## config.mk

```make
export PLATFORM = sky130hd
export DESIGN_NAME = tcbl_led_ctrl
export DESIGN_NICKNAME = d
export VERILOG_FILES = /design/src/tcbl_pkg.sv /design/src/tcbl_breath_seq.sv /design/src/tcbl_led_ctrl.sv
export VERILOG_INCLUDE_DIRS = /design/src
export SDC_FILE = /design/constraint.sdc
export NUM_CORES = 1
export LEC_CHECK = 0
export BUFFER_PORTS_ARGS = -buffer_cell sky130_fd_sc_hd__buf_4
export CAP_MARGIN = 20
export CORE_MARGIN = 1
export CORE_UTILIZATION = 60
export DETAILED_ROUTE_END_ITERATION = 8
export PLACE_DENSITY = 0.82
export SLEW_MARGIN = 20
export SYNTH_ARGS = -nofsm -noshare
export SYNTH_HDL_FRONTEND = slang
export SYNTH_SLANG_ARGS = --single-unit
```

## constraint.sdc

```tcl
create_clock -name clk_in -period 7.2 [get_ports clk_in]
set_input_delay 1.08 -clock clk_in [delete_from_list [all_inputs] [get_ports clk_in]]
set_output_delay 1.08 -clock clk_in [all_outputs]
set_load 0.02 [all_outputs]
```

## src/tcbl_consts.svh

```systemverilog
// Constants for the three-channel breathing LED control block.
// Assumes an 8-bit register address and data path and a 100 MHz clock.
`ifndef TCBL_CONSTS_SVH
`define TCBL_CONSTS_SVH
// ****************************************
// Register offsets
// ****************************************
`define TCBL_A_SHUTDOWN 8'h00
`define TCBL_A_BREATH 8'h01
`define TCBL_A_MODE 8'h02
`define TCBL_A_CURRENT 8'h03
`define TCBL_A_DUTY0 8'h04
`define TCBL_A_DUTY_COMMIT 8'h07
`define TCBL_A_DELAY0 8'h0a
`define TCBL_A_RISEHOLD0 8'h10
`define TCBL_A_FALLOFF0 8'h16
`define TCBL_A_TIME_COMMIT 8'h1c
`define TCBL_A_ONOFF 8'h1d
`define TCBL_A_SOFT_RESET 8'h2f
`define TCBL_A_PHASE_STATUS 8'h30
`define TCBL_COMMIT_VALUE 8'h00
// ****************************************
// Field positions and writable masks
// ****************************************
`define TCBL_B_SLEEP 0
`define TCBL_B_ALL_EN 5
`define TCBL_B_RAMP 5
`define TCBL_B_HOLD 4
`define TCBL_B_MODE 5
`define TCBL_M_SHUTDOWN 8'h21
`define TCBL_M_BREATH 8'h30
`define TCBL_M_MODE 8'h20
`define TCBL_M_CURRENT 8'h1c
`define TCBL_M_DELAY 8'hf0
`define TCBL_M_TIME 8'hfe
`define TCBL_MAX_DELAY_CODE 4'ha
`define TCBL_MAX_HOLD_CODE 4'h8
// ****************************************
// Reset values
// ****************************************
`define TCBL_R_SHUTDOWN 8'h01
`define TCBL_R_BREATH 8'h00
`define TCBL_R_MODE 8'h00
`define TCBL_R_CURRENT 8'h00
`define TCBL_R_DUTY 8'h00
`define TCBL_R_TIME 8'h00
`define TCBL_R_ONOFF 3'h7
// ****************************************
// Timing
// ****************************************
`define TCBL_BASE_UNIT_MS 130
`define TCBL_CLK_KHZ 100000
`define TCBL_RAMP_STEPS 256
`define TCBL_TICK_CYCLES ((`TCBL_BASE_UNIT_MS * `TCBL_CLK_KHZ) / `TCBL_RAMP_STEPS)
`endif

```

## src/tcbl_pkg.sv

```systemverilog
// Types shared by the breathing LED control block.
// Assumes the constants header is compiled alongside.
package tcbl_pkg;
  typedef struct packed {
    logic en;
    logic [7:0] addr;
    logic [7:0] data;
  } tcbl_wr_t;

  typedef struct packed {
    logic [3:0] delay;
    logic [2:0] rise;
    logic [3:0] hold;
    logic [2:0] fall;
    logic [3:0] off;
  } tcbl_timing_t;

  typedef enum logic [2:0] {
    PH_IDLE = 3'b000,
    PH_DELAY = 3'b001,
    PH_RISE = 3'b010,
    PH_HOLD = 3'b011,
    PH_FALL = 3'b100,
    PH_OFF = 3'b101
  } tcbl_phase_t;

  typedef struct packed {
    logic [7:0] shutdown;
    logic [7:0] breath;
    logic [7:0] mode;
    logic [7:0] current;
    logic [2:0][7:0] duty;
    logic [2:0][7:0] duty_stage;
    logic [2:0] onoff;
    logic [2:0] onoff_stage;
    logic [2:0][7:0] delay;
    logic [2:0][7:0] delay_stage;
    logic [2:0][7:0] risehold;
    logic [2:0][7:0] risehold_stage;
    logic [2:0][7:0] falloff;
    logic [2:0][7:0] falloff_stage;
  } tcbl_regs_t;
endpackage

```

## src/tcbl_breath_seq.sv

```systemverilog
// One channel's breathing sequencer: phase walk and ramp level.
// Assumes a one-cycle tick at 1/256 of the base time unit.
`timescale 1ns/10ps
`include "tcbl_consts.svh"
module tcbl_breath_seq (
  input wire logic clk_in,
  input wire logic rst_n_in,
  input wire logic tick_in,
  input wire logic run_in,
  input wire logic restart_in,
  input wire tcbl_pkg::tcbl_timing_t timing_in,
  input wire logic ramp_enable_in,
  input wire logic hold_select_in,
  output logic [8:0] level_out,
  output tcbl_pkg::tcbl_phase_t phase_out
);
  tcbl_pkg::tcbl_phase_t phase, next_phase;
  logic [17:0] cnt, next_cnt, cur_dur, sh;
  logic [8:0] next_level;
  logic holding;

  // Duration in ticks; code 0 is zero only for delay, hold-on and off
  function automatic logic [17:0] f_ticks(input logic [3:0] code, input logic zero_first,
                                          input logic [3:0] max);
    logic [3:0] c;
    c = (code > max) ? max : code;
    if (zero_first && c == 4'h0)
      return 18'h0;
    return 18'h100 << (zero_first ? c - 4'h1 : c); // RULE_19
  endfunction

  always_comb
  begin
    case (phase)
      tcbl_pkg::PH_DELAY: cur_dur = f_ticks(timing_in.delay, 1'b1, `TCBL_MAX_DELAY_CODE);
      tcbl_pkg::PH_RISE: cur_dur = f_ticks({1'b0, timing_in.rise}, 1'b0, 4'h7);
      tcbl_pkg::PH_HOLD: cur_dur = f_ticks(timing_in.hold, 1'b1, `TCBL_MAX_HOLD_CODE);
      tcbl_pkg::PH_FALL: cur_dur = f_ticks({1'b0, timing_in.fall}, 1'b0, 4'h7);
      tcbl_pkg::PH_OFF: cur_dur = f_ticks(timing_in.off, 1'b1, `TCBL_MAX_DELAY_CODE);
      default: cur_dur = 18'h0;
    endcase
    holding = ramp_enable_in && ((phase == tcbl_pkg::PH_HOLD && !hold_select_in) // RULE_13
      || (phase == tcbl_pkg::PH_OFF && hold_select_in)); // RULE_14
    next_phase = phase;
    next_cnt = cnt;
    if (!run_in)
    begin
      next_phase = tcbl_pkg::PH_IDLE;
      next_cnt = 18'h0;
    end
    else if (restart_in || phase == tcbl_pkg::PH_IDLE)
    begin
      next_phase = tcbl_pkg::PH_DELAY; // RULE_08
      next_cnt = 18'h0;
    end
    else if (holding)
      next_cnt = cnt; // RULE_12
    else if (cnt >= cur_dur)
    begin
      next_cnt = 18'h0;
      case (phase)
        tcbl_pkg::PH_DELAY: next_phase = tcbl_pkg::PH_RISE;
        tcbl_pkg::PH_RISE: next_phase = tcbl_pkg::PH_HOLD;
        tcbl_pkg::PH_HOLD: next_phase = tcbl_pkg::PH_FALL;
        tcbl_pkg::PH_FALL: next_phase = tcbl_pkg::PH_OFF;
        tcbl_pkg::PH_OFF: next_phase = tcbl_pkg::PH_RISE; // RULE_09
        default: next_phase = tcbl_pkg::PH_IDLE;
      endcase
    end
    else if (tick_in)
      next_cnt = cnt + 18'h1; // RULE_21
    // Linear ramp: ticks scaled down so every rise or fall spans 256 steps
    sh = cnt >> (phase == tcbl_pkg::PH_FALL ? timing_in.fall : timing_in.rise);
    case (phase)
      tcbl_pkg::PH_RISE: next_level = sh[8:0]; // RULE_21
      tcbl_pkg::PH_HOLD: next_level = 9'h100;
      tcbl_pkg::PH_FALL: next_level = 9'h100 - sh[8:0];
      default: next_level = 9'h0;
    endcase
  end

  always_ff @(posedge clk_in or negedge rst_n_in)
  begin
    if (!rst_n_in)
    begin
      phase <= tcbl_pkg::PH_IDLE;
      cnt <= 18'h0;
      level_out <= 9'h0;
    end
    else
    begin
      phase <= next_phase;
      cnt <= next_cnt;
      level_out <= next_level;
    end
  end

  assign phase_out = phase;
endmodule

```

## src/tcbl_led_ctrl.sv

```systemverilog
// Three-channel register file, breathing and duty outputs.
// Assumes a register write port already decoded from the serial bus.
//
// Overview of operation
// RULE_01 - Timing writes are staged; writing zero to time commit loads all channels.
// RULE_02 - Channel on/off low three bits light each channel; default all on.
// RULE_03 - Writing zero to the reset register restores every register default.
// RULE_04 - Power-up loads all defaults so outputs start dark.
// RULE_05 - Mode bit clear: each channel duty equals its duty register over 256.
// RULE_06 - Direct mode duty stays constant until the duty register is rewritten.
// RULE_07 - Mode bit set: each channel breathes on its own five periods.
// RULE_08 - Start delay runs once when the sequence begins.
// RULE_09 - Loop is rise, hold-on, fall, off, then back to rise.
// RULE_10 - In breathing mode the duty register sets the ramp peak.
// RULE_11 - Host programs equal periods on all channels to keep a mixed colour.
// RULE_12 - Breathing with ramp enable stops at the state hold select picks.
// RULE_13 - Ramp with hold select clear stays at peak in hold-on forever.
// RULE_14 - Ramp with hold select set falls, then stays dark in off forever.
// RULE_15 - Shutdown keeps all register contents.
// RULE_16 - Software sleep bit turns all current sources off; clearing restores.
// RULE_17 - Low shutdown pin forces hardware shutdown.
// RULE_18 - Duty and on/off writes are staged until zero is written to duty commit.
// RULE_19 - Rise codes 0.13 s doubling to 16.64 s; hold-on code zero is zero.
// RULE_20 - Mode select is bit five of the mode register.
// RULE_21 - One timebase drives all periods; ramps are linear.
`timescale 1ns/10ps
`include "tcbl_consts.svh"
module tcbl_led_ctrl #(
  parameter int TICK_CYCLES = `TCBL_TICK_CYCLES
) (
  input wire logic clk_in,
  input wire logic rst_n_in,
  input wire tcbl_pkg::tcbl_wr_t wr_in,
  input wire logic [7:0] rd_addr_in,
  input wire logic shutdown_pin_n_in,
  output logic [7:0] rd_data_out,
  output logic [2:0] channel_drive_out,
  output logic [2:0] current_code_out
);
  // ****************************************
  // Helpers
  // ****************************************
  // Channel index of a three-wide register group, 3 when outside it
  function automatic logic [1:0] f_chan(input logic [7:0] addr, input logic [7:0] base);
    logic [7:0] d;
    d = addr - base;
    return (d < 8'h3) ? d[1:0] : 2'h3;
  endfunction

  function automatic tcbl_pkg::tcbl_regs_t f_defaults();
    tcbl_pkg::tcbl_regs_t r;
    r = '0;
    r.shutdown = `TCBL_R_SHUTDOWN;
    r.breath = `TCBL_R_BREATH;
    r.mode = `TCBL_R_MODE;
    r.current = `TCBL_R_CURRENT;
    r.duty = {3{`TCBL_R_DUTY}};
    r.duty_stage = {3{`TCBL_R_DUTY}};
    r.onoff = `TCBL_R_ONOFF;
    r.onoff_stage = `TCBL_R_ONOFF;
    r.delay = {3{`TCBL_R_TIME}};
    r.delay_stage = {3{`TCBL_R_TIME}};
    r.risehold = {3{`TCBL_R_TIME}};
    r.risehold_stage = {3{`TCBL_R_TIME}};
    r.falloff = {3{`TCBL_R_TIME}};
    r.falloff_stage = {3{`TCBL_R_TIME}};
    return r;
  endfunction

  // Breathing output is peak scaled by level/256
  function automatic logic [7:0] f_scale(input logic [7:0] peak, input logic [8:0] lvl);
    logic [16:0] p;
    p = peak * lvl;
    return p[15:8];
  endfunction

  // ****************************************
  // Register file
  // ****************************************
  tcbl_pkg::tcbl_regs_t regs, next_regs;
  logic [1:0] wch;
  logic duty_commit, time_commit, soft_reset;

  always_comb
  begin
    next_regs = regs;
    wch = 2'h3;
    duty_commit = wr_in.en && wr_in.addr == `TCBL_A_DUTY_COMMIT
      && wr_in.data == `TCBL_COMMIT_VALUE;
    time_commit = wr_in.en && wr_in.addr == `TCBL_A_TIME_COMMIT
      && wr_in.data == `TCBL_COMMIT_VALUE;
    soft_reset = wr_in.en && wr_in.addr == `TCBL_A_SOFT_RESET
      && wr_in.data == `TCBL_COMMIT_VALUE;
    if (soft_reset)
      next_regs = f_defaults(); // RULE_03
    else if (duty_commit)
    begin
      next_regs.duty = regs.duty_stage; // RULE_18
      next_regs.onoff = regs.onoff_stage;
    end
    else if (time_commit)
    begin
      next_regs.delay = regs.delay_stage; // RULE_01
      next_regs.risehold = regs.risehold_stage;
      next_regs.falloff = regs.falloff_stage;
    end
    else if (wr_in.en)
    begin
      case (wr_in.addr)
        `TCBL_A_SHUTDOWN: next_regs.shutdown = wr_in.data & `TCBL_M_SHUTDOWN;
        `TCBL_A_BREATH: next_regs.breath = wr_in.data & `TCBL_M_BREATH;
        `TCBL_A_MODE: next_regs.mode = wr_in.data & `TCBL_M_MODE;
        `TCBL_A_CURRENT: next_regs.current = wr_in.data & `TCBL_M_CURRENT;
        `TCBL_A_ONOFF: next_regs.onoff_stage = wr_in.data[2:0]; // RULE_18
        default:
        begin
          wch = f_chan(wr_in.addr, `TCBL_A_DUTY0);
          if (wch != 2'h3)
            next_regs.duty_stage[wch] = wr_in.data; // RULE_06
          wch = f_chan(wr_in.addr, `TCBL_A_DELAY0);
          if (wch != 2'h3)
            next_regs.delay_stage[wch] = wr_in.data & `TCBL_M_DELAY; // RULE_01
          wch = f_chan(wr_in.addr, `TCBL_A_RISEHOLD0);
          if (wch != 2'h3)
            next_regs.risehold_stage[wch] = wr_in.data & `TCBL_M_TIME;
          wch = f_chan(wr_in.addr, `TCBL_A_FALLOFF0);
          if (wch != 2'h3)
            next_regs.falloff_stage[wch] = wr_in.data & `TCBL_M_TIME;
        end
      endcase
    end
  end

  always_ff @(posedge clk_in or negedge rst_n_in)
  begin
    if (!rst_n_in)
      regs <= f_defaults(); // RULE_04
    else
      regs <= next_regs; // RULE_15
  end

  // ****************************************
  // Timebase and sequencers
  // ****************************************
  logic [15:0] tick_cnt, next_tick_cnt;
  logic tick, breathing;
  logic [2:0][8:0] level;
  tcbl_pkg::tcbl_phase_t [2:0] phase;
  tcbl_pkg::tcbl_timing_t [2:0] timing;

  always_comb
  begin
    tick = tick_cnt == 16'(TICK_CYCLES - 1); // RULE_21
    next_tick_cnt = tick ? 16'h0 : tick_cnt + 16'h1;
    breathing = regs.mode[`TCBL_B_MODE]; // RULE_20
  end

  always_ff @(posedge clk_in or negedge rst_n_in)
  begin
    if (!rst_n_in)
      tick_cnt <= 16'h0;
    else
      tick_cnt <= next_tick_cnt;
  end

  for (genvar i = 0; i < 3; i++)
  begin : g_chan
    assign timing[i] = {regs.delay[i][7:4], regs.risehold[i][7:5], regs.risehold[i][4:1],
      regs.falloff[i][7:5], regs.falloff[i][4:1]};
    // Each channel runs on its own periods; a timing commit restarts it
    tcbl_breath_seq u_seq (
      .clk_in(clk_in),
      .rst_n_in(rst_n_in),
      .tick_in(tick),
      .run_in(breathing), // RULE_07
      .restart_in(time_commit),
      .timing_in(timing[i]),
      .ramp_enable_in(regs.breath[`TCBL_B_RAMP]), // RULE_12
      .hold_select_in(regs.breath[`TCBL_B_HOLD]),
      .level_out(level[i]),
      .phase_out(phase[i])
    );
  end

  // ****************************************
  // Duty generation and outputs
  // ****************************************
  logic [7:0] pwm_cnt, next_pwm_cnt, next_rd_data;
  logic [2:0][7:0] duty_eff;
  logic [2:0] next_drive;
  logic lit_all;

  always_comb
  begin
    next_pwm_cnt = pwm_cnt + 8'h1;
    // Sleep, the all-channel enable and the pin only gate; state keeps running
    lit_all = shutdown_pin_n_in && !regs.shutdown[`TCBL_B_SLEEP] // RULE_16 RULE_17
      && regs.shutdown[`TCBL_B_ALL_EN];
    for (int i = 0; i < 3; i++)
    begin
      duty_eff[i] = breathing ? f_scale(regs.duty[i], level[i]) : regs.duty[i]; // RULE_05 RULE_10
      next_drive[i] = lit_all && regs.onoff[i] && pwm_cnt < duty_eff[i]; // RULE_02
    end
    next_rd_data = 8'h0;
    case (rd_addr_in)
      `TCBL_A_SHUTDOWN: next_rd_data = regs.shutdown;
      `TCBL_A_BREATH: next_rd_data = regs.breath;
      `TCBL_A_MODE: next_rd_data = regs.mode;
      `TCBL_A_CURRENT: next_rd_data = regs.current;
      `TCBL_A_ONOFF: next_rd_data = {5'h0, regs.onoff};
      `TCBL_A_PHASE_STATUS: next_rd_data = {2'h0, 3'(phase[1]), 3'(phase[0])};
      default:
      begin
        if (f_chan(rd_addr_in, `TCBL_A_DUTY0) != 2'h3)
          next_rd_data = regs.duty[f_chan(rd_addr_in, `TCBL_A_DUTY0)];
        if (f_chan(rd_addr_in, `TCBL_A_DELAY0) != 2'h3)
          next_rd_data = regs.delay[f_chan(rd_addr_in, `TCBL_A_DELAY0)];
        if (f_chan(rd_addr_in, `TCBL_A_RISEHOLD0) != 2'h3)
          next_rd_data = regs.risehold[f_chan(rd_addr_in, `TCBL_A_RISEHOLD0)];
        if (f_chan(rd_addr_in, `TCBL_A_FALLOFF0) != 2'h3)
          next_rd_data = regs.falloff[f_chan(rd_addr_in, `TCBL_A_FALLOFF0)];
      end
    endcase
  end

  always_ff @(posedge clk_in or negedge rst_n_in)
  begin
    if (!rst_n_in)
    begin
      pwm_cnt <= 8'h0;
      channel_drive_out <= 3'h0;
      rd_data_out <= 8'h0;
      current_code_out <= 3'h0;
    end
    else
    begin
      pwm_cnt <= next_pwm_cnt;
      channel_drive_out <= next_drive;
      rd_data_out <= next_rd_data;
      current_code_out <= regs.current[4:2];
    end
  end
endmodule

```

After elaboration in Yosys (flattened, before gate mapping):

Cells that the tools add are included.
W data, S select, Z words.

* register bits after elaboration: 358
* bits of input ports: 28
* output and inout port bits: 14
* logic and storage cells: 410

* add/subtract/negate cells: 25
* $mul: 3
* order comparisons: 35
* eq/ne operators: 48
* shifts and indexed selects: 18
* mux-type cells: 155
* reductions and logical operators: 82

Operator list (count)
* $mux W18: 33
* $mux W24: 21
* $pmux W18 S5: 3
* $mux W230: 1
* $shl A9 B4 Y18 const A: 9
* $mux W8: 19
* $mux W147: 1
* $shl A9 B3 Y18 const A: 6
* $bwmux W24: 4
* $mux W32: 3
* $pmux W9 S3: 3
* $bmux W8 S2: 4
* $demux W8 S2: 4
* $lt A8 B2 Y1 const B: 8
* $mux W3: 19
* $add A18 B1 Y18 const B: 3
* $ge A18 B18 Y1: 3
* $shr A18 B3 Y9: 3
* $mul A8 B9 Y16: 3
* $pmux W8 S6: 1
* $gt A4 B4 Y1 const B: 9
* $logic_not A4 Y1: 9
* $mux W4: 9
* $pmux W3 S4: 3
* other kinds (38): 185

Depth between registers and ports, before layout:

* depth in word-level cells: 14
* gate-level depth with buffers: 24
* gate-level depth less buffers: 23

By module:

Synthesis repeated with hierarchy kept, for this count alone.

* cells, all modules: 2827
* area, all modules: 25041.5 sq um

By module, submodules not included
* tcbl_led_ctrl: times used 1, cells each 1791, area an instance 16706.0 sq um, sequential area each 5238.8 sq um
* tcbl_breath_seq (g_chan[0].u_seq ...): times used 2, cells each 344, area an instance 2751.4 sq um, sequential area each 750.7 sq um
* tcbl_breath_seq (g_chan[1].u_seq): times used 1, cells each 348, area an instance 2832.7 sq um, sequential area each 750.7 sq um

Worst setup path after synthesis:

OpenSTA, ideal clock, no wires.

* path type: reg-to-reg
* start: reg regs[189] (netlist bit)
* end: reg channel_drive_out[1]
* library setup time: 82 ps
* data arrival time: 5849 ps
* required time: 7118 ps
* setup slack: 1269 ps
* cell stages (with the launch flop): 23
* buffers on the path: 1
* clock period less this slack: 5931 ps
* cells stage by stage: dfrtp_1 -> clkbuf_1 -> nand2_1 -> fa_1 -> fa_1 -> inv_1 -> fa_1 -> inv_1 -> fa_1 -> inv_1 -> ha_1 -> a2111oi_0 -> o21ai_0 -> a31oi_1 -> o21ai_0 -> o41a_1 -> a21oi_1 -> xnor2_1 -> mux2i_1 -> ha_1 -> nand2_1 -> or4bb_1 -> a31oi_1

* cells in the longest elaborated chain, start to end: 4

Ends and longest elaborated chain
* from (decl): line tcbl_led_ctrl.sv:80 `tcbl_pkg::tcbl_regs_t regs, next_regs;`
* from (signal assigned): line tcbl_led_ctrl.sv:137 `regs <= f_defaults();`
* from (signal assigned): line tcbl_led_ctrl.sv:139 `regs <= next_regs;`
* $mul A8 B9 Y16: line tcbl_led_ctrl.sv:73 `p = peak * lvl;`
* $mux W8 *: line tcbl_led_ctrl.sv:201 `duty_eff[i] = breathing ? f_scale(regs.duty[i], level[i]) : regs.duty[i];`
* $lt A8 B8 Y1 *: line tcbl_led_ctrl.sv:202 `next_drive[i] = lit_all && regs.onoff[i] && pwm_cnt < duty_eff[i];`
* $logic_and A1 B1 Y1 *: line tcbl_led_ctrl.sv:202
* via next_drive[1]: line tcbl_led_ctrl.sv:190 `logic [2:0] next_drive;`
* to (signal assigned): line tcbl_led_ctrl.sv:238 `channel_drive_out <= next_drive;`
* to (decl): line tcbl_led_ctrl.sv:37 `output logic [2:0] channel_drive_out,`

Mark *: on every way through the listed nets, which the timed path passes. The rest lies on a longest branch.
A chain may end at the register's enable or synchronous reset.

Final worst setup path:

* start: reg regs[186] (netlist bit)
* end: reg channel_drive_out[1]

The elaborated chain is that of the path after synthesis.

==> qor.csv <==
metric;value;unit
fillers;3228;
cts_tree;done;
clockRootBuffer;clkbuf_16;
min_to;current_code_out[2];
core.rowCount;73;
htreeDepth;2;
gr-total-overflow;0;
rrSetupSlack;0.68;ns
core;39900;um^2
hold_viol_final;0;
final_cells;3240;
synth_area_leaders;dfrtp_1 30%, fa_1 9.9%, ha_1 8.4%, nand2_1 6.1%, mux2i_1 5.0%;
ios;42;
reg2regPathDepth;21;
worstPathRequired;7.65;ns
port_buffers;41;
r2r_end;channel_drive_out[1];
hp-class;reg -> reg;
grt_pass1_vias;19900;
status;complete, no violations;
synth-seq-cells;299;
drc;0;
antenna_found_initial;1;
synth_cell_types;87;
die-height;203;um
vdd_drop_max;217;uV
end_kind;flop;
placedCellCount;3179;
relSlewSlack;22.5;%
post_cts_resized;0;
cts.clk_slew.worst_paths;0.06;ns
synth_edf_count;0;
fin_crit_sh;90.5;%
period_minus_slack;6.52;ns
worstSetupPathType;reg -> reg;
worstHoldStart;regs[202];
grt_usage;33.7;%
critPathLaunchType;flop;
drive_gt1_share;6.34;%
vias;20400;
drt_pass1_iterations;6;
synth_warnings;0;
r2r-start;regs[186];
synth_async_sr_flop_share;100;%
power_density;173;nW/um^2
cts_setup_buffers;0;
syn_inst;2747;
hpwl;50100;um
yosys.area.top_type;dfrtp_1;
die_area;41400;um^2
first_iter_violations;1916;
syn2layout_area_growth;6.93;%
fmax;153;MHz
clk_latency;0.55;ns
totalWireLength;68400;um
setup_viol;0;
min_delay_path_depth;0;
fin_skew;0.0232;ns
clockBufferDepth;3;
cts_num_sinks;299;
place_congestion;0.968;
via_per_inst;6.31;
final.setup.tns;0;ns
rsz0062_at_grt;no;
synth_ff_type;dfrtp_1;
max_cap_violations;0;
die_x;203;um
ant_nets;0;
worstMarginPinSlew;1.16;ns
nets;3001;
drv_slew;0;
syn-num-nets;3058;
initial_core_util;61.0;%
synth_area_per_cell;8.87;um^2
yosysMostFrequentCell;nand2_1;
cts-buffers-inserted;34;
ys_top_cells_by_count;396 x nand2_1, 292 x dfrtp_1, 202 x inv_1;
wire_per_inst;21.1;um
cts_hold_buf;0;
p_leak;12.4;nW
grt_max_degree;119;
grt_pass1_wl;109000;um
arrival;6.97;ns
regArea;7490;um^2
cp_max_fo;13;
netlist_area;24400;um^2
multi_input_area;15500;um^2
synth_top_area_share;30.0;%
yosysSeqAreaShare;30.8;%
==> cell type report <==
class / instances / area share [%]
multi-input cells: 2100 / 59.6
flip-flops and latches: 299 / 28.8
clock buffers: 47 / 3.81
inverters: 203 / 2.93
well taps: 525 / 2.52
repair buffers: 52 / 1.59
clock inverters: 13 / 0.793
diodes: 1 / 0.00961
==> flip-flops by register name, summed over array words and instances (netlist names) <==
register and count:
rd_data_out 8, pwm_cnt 8, g_chan.u_seq.phase_out 9, tick_cnt 16, channel_drive_out 3, g_chan.u_seq.level_out 27
current_code_out 3, regs 170, breathing 1, g_chan.u_seq.cnt 54
==> worst max-delay path by stage <==
stage,from,end,slack (ns),cells after the start
final,regs[186],channel_drive_out[1],0.68,21
after global routing,regs[186],channel_drive_out[1],0.44,21
after CTS,regs[186],channel_drive_out[1],0.76,21
after detailed placement,regs[189],channel_drive_out[1],0.78,21
after global placement,regs[186],channel_drive_out[1],0.97,21
after floorplan,regs[189],channel_drive_out[1],1.27,22
==> routing by layer <==
metal	GRT usage (%)	up-vias	routed length, um	part of all wire [%]
met5	0	-	0	0
met4	15.7	0	3670	5.4
met3	5.72	209	5460	8.0
met2	53.3	920	31000	45
met1	45.1	9949	28200	41
li1	-	9370	-	-
==> metrics by stage <==
step                      instance area, um^2  setup WS [ns]  util (%)  hold slack [ns]  total power, mW
final                                   26000          0.682      65.2            0.468             4.51
after floorplan                         24400           1.27         -            0.364             2.40
after CTS                               26000          0.762      65.2            0.458             4.50
after global routing                    26000          0.439      65.2            0.481             4.65
after global placement                  24800          0.970      62.2            0.451             2.61
after detailed placement                24800          0.783      62.2            0.444             2.64
==> cells by family (layout without fill, tap and decap cells) <==
family | Yosys count | in the layout | share of synthesized area [%]
and+or+nand+nor | 1067 | 1067 | 21.4
AOI/OAI and AO/OA | 502 | 502 | 13.9
buffers and inverters | 348 | 315 | 5.65
DFF | 299 | 299 | 30.8
adders and majority gates | 284 | 284 | 18.3
muxes | 149 | 149 | 6.42
xor gates and xnor gates | 98 | 98 | 3.52
other | 0 | 1 | 0
==> cells in the final DEF (no fill, tap or decap), types with 37 or more instances in the layout <==
cell type / n
nand2_1: 396
mux2i_1: 122
xor2_1: 46
xnor2_1: 52
ha_1: 163
buf_4: 49
and2_1: 178
fa_1: 120
a21oi_1: 108
a22o_1: 48
nor3_1: 37
nand3_1: 90
inv_1: 202
dfrtp_1: 292
nor2_1: 178
o21ai_0: 121
clkbuf_16: 37
==> report_power, final <==
part           switching, mW  internal (mW)  total, mW
sequential             0.153           1.74       1.89
clock                  0.725           1.15       1.88
combinational          0.499          0.244      0.743
total                   1.38           3.13       4.51
==> critical path: stages, from the launching register on <==
cell and delay [ns]:
dfrtp_1 0.66, nand2_1 0.15, fa_1 0.52, fa_1 0.49, inv_1 0.05, fa_1 0.53
inv_1 0.05, fa_1 0.53, inv_1 0.04, ha_1 0.31, a2111oi_0 0.45, o21ai_0 0.19
a31oi_1 0.32, o21ai_0 0.30, o41a_1 0.42, a21oi_1 0.19, xnor2_1 0.14, mux2i_1 0.10
ha_1 0.31, nand2_1 0.06, or4bb_1 0.47, a31oi_1 0.14
Power figures use the tool's default switching activity.
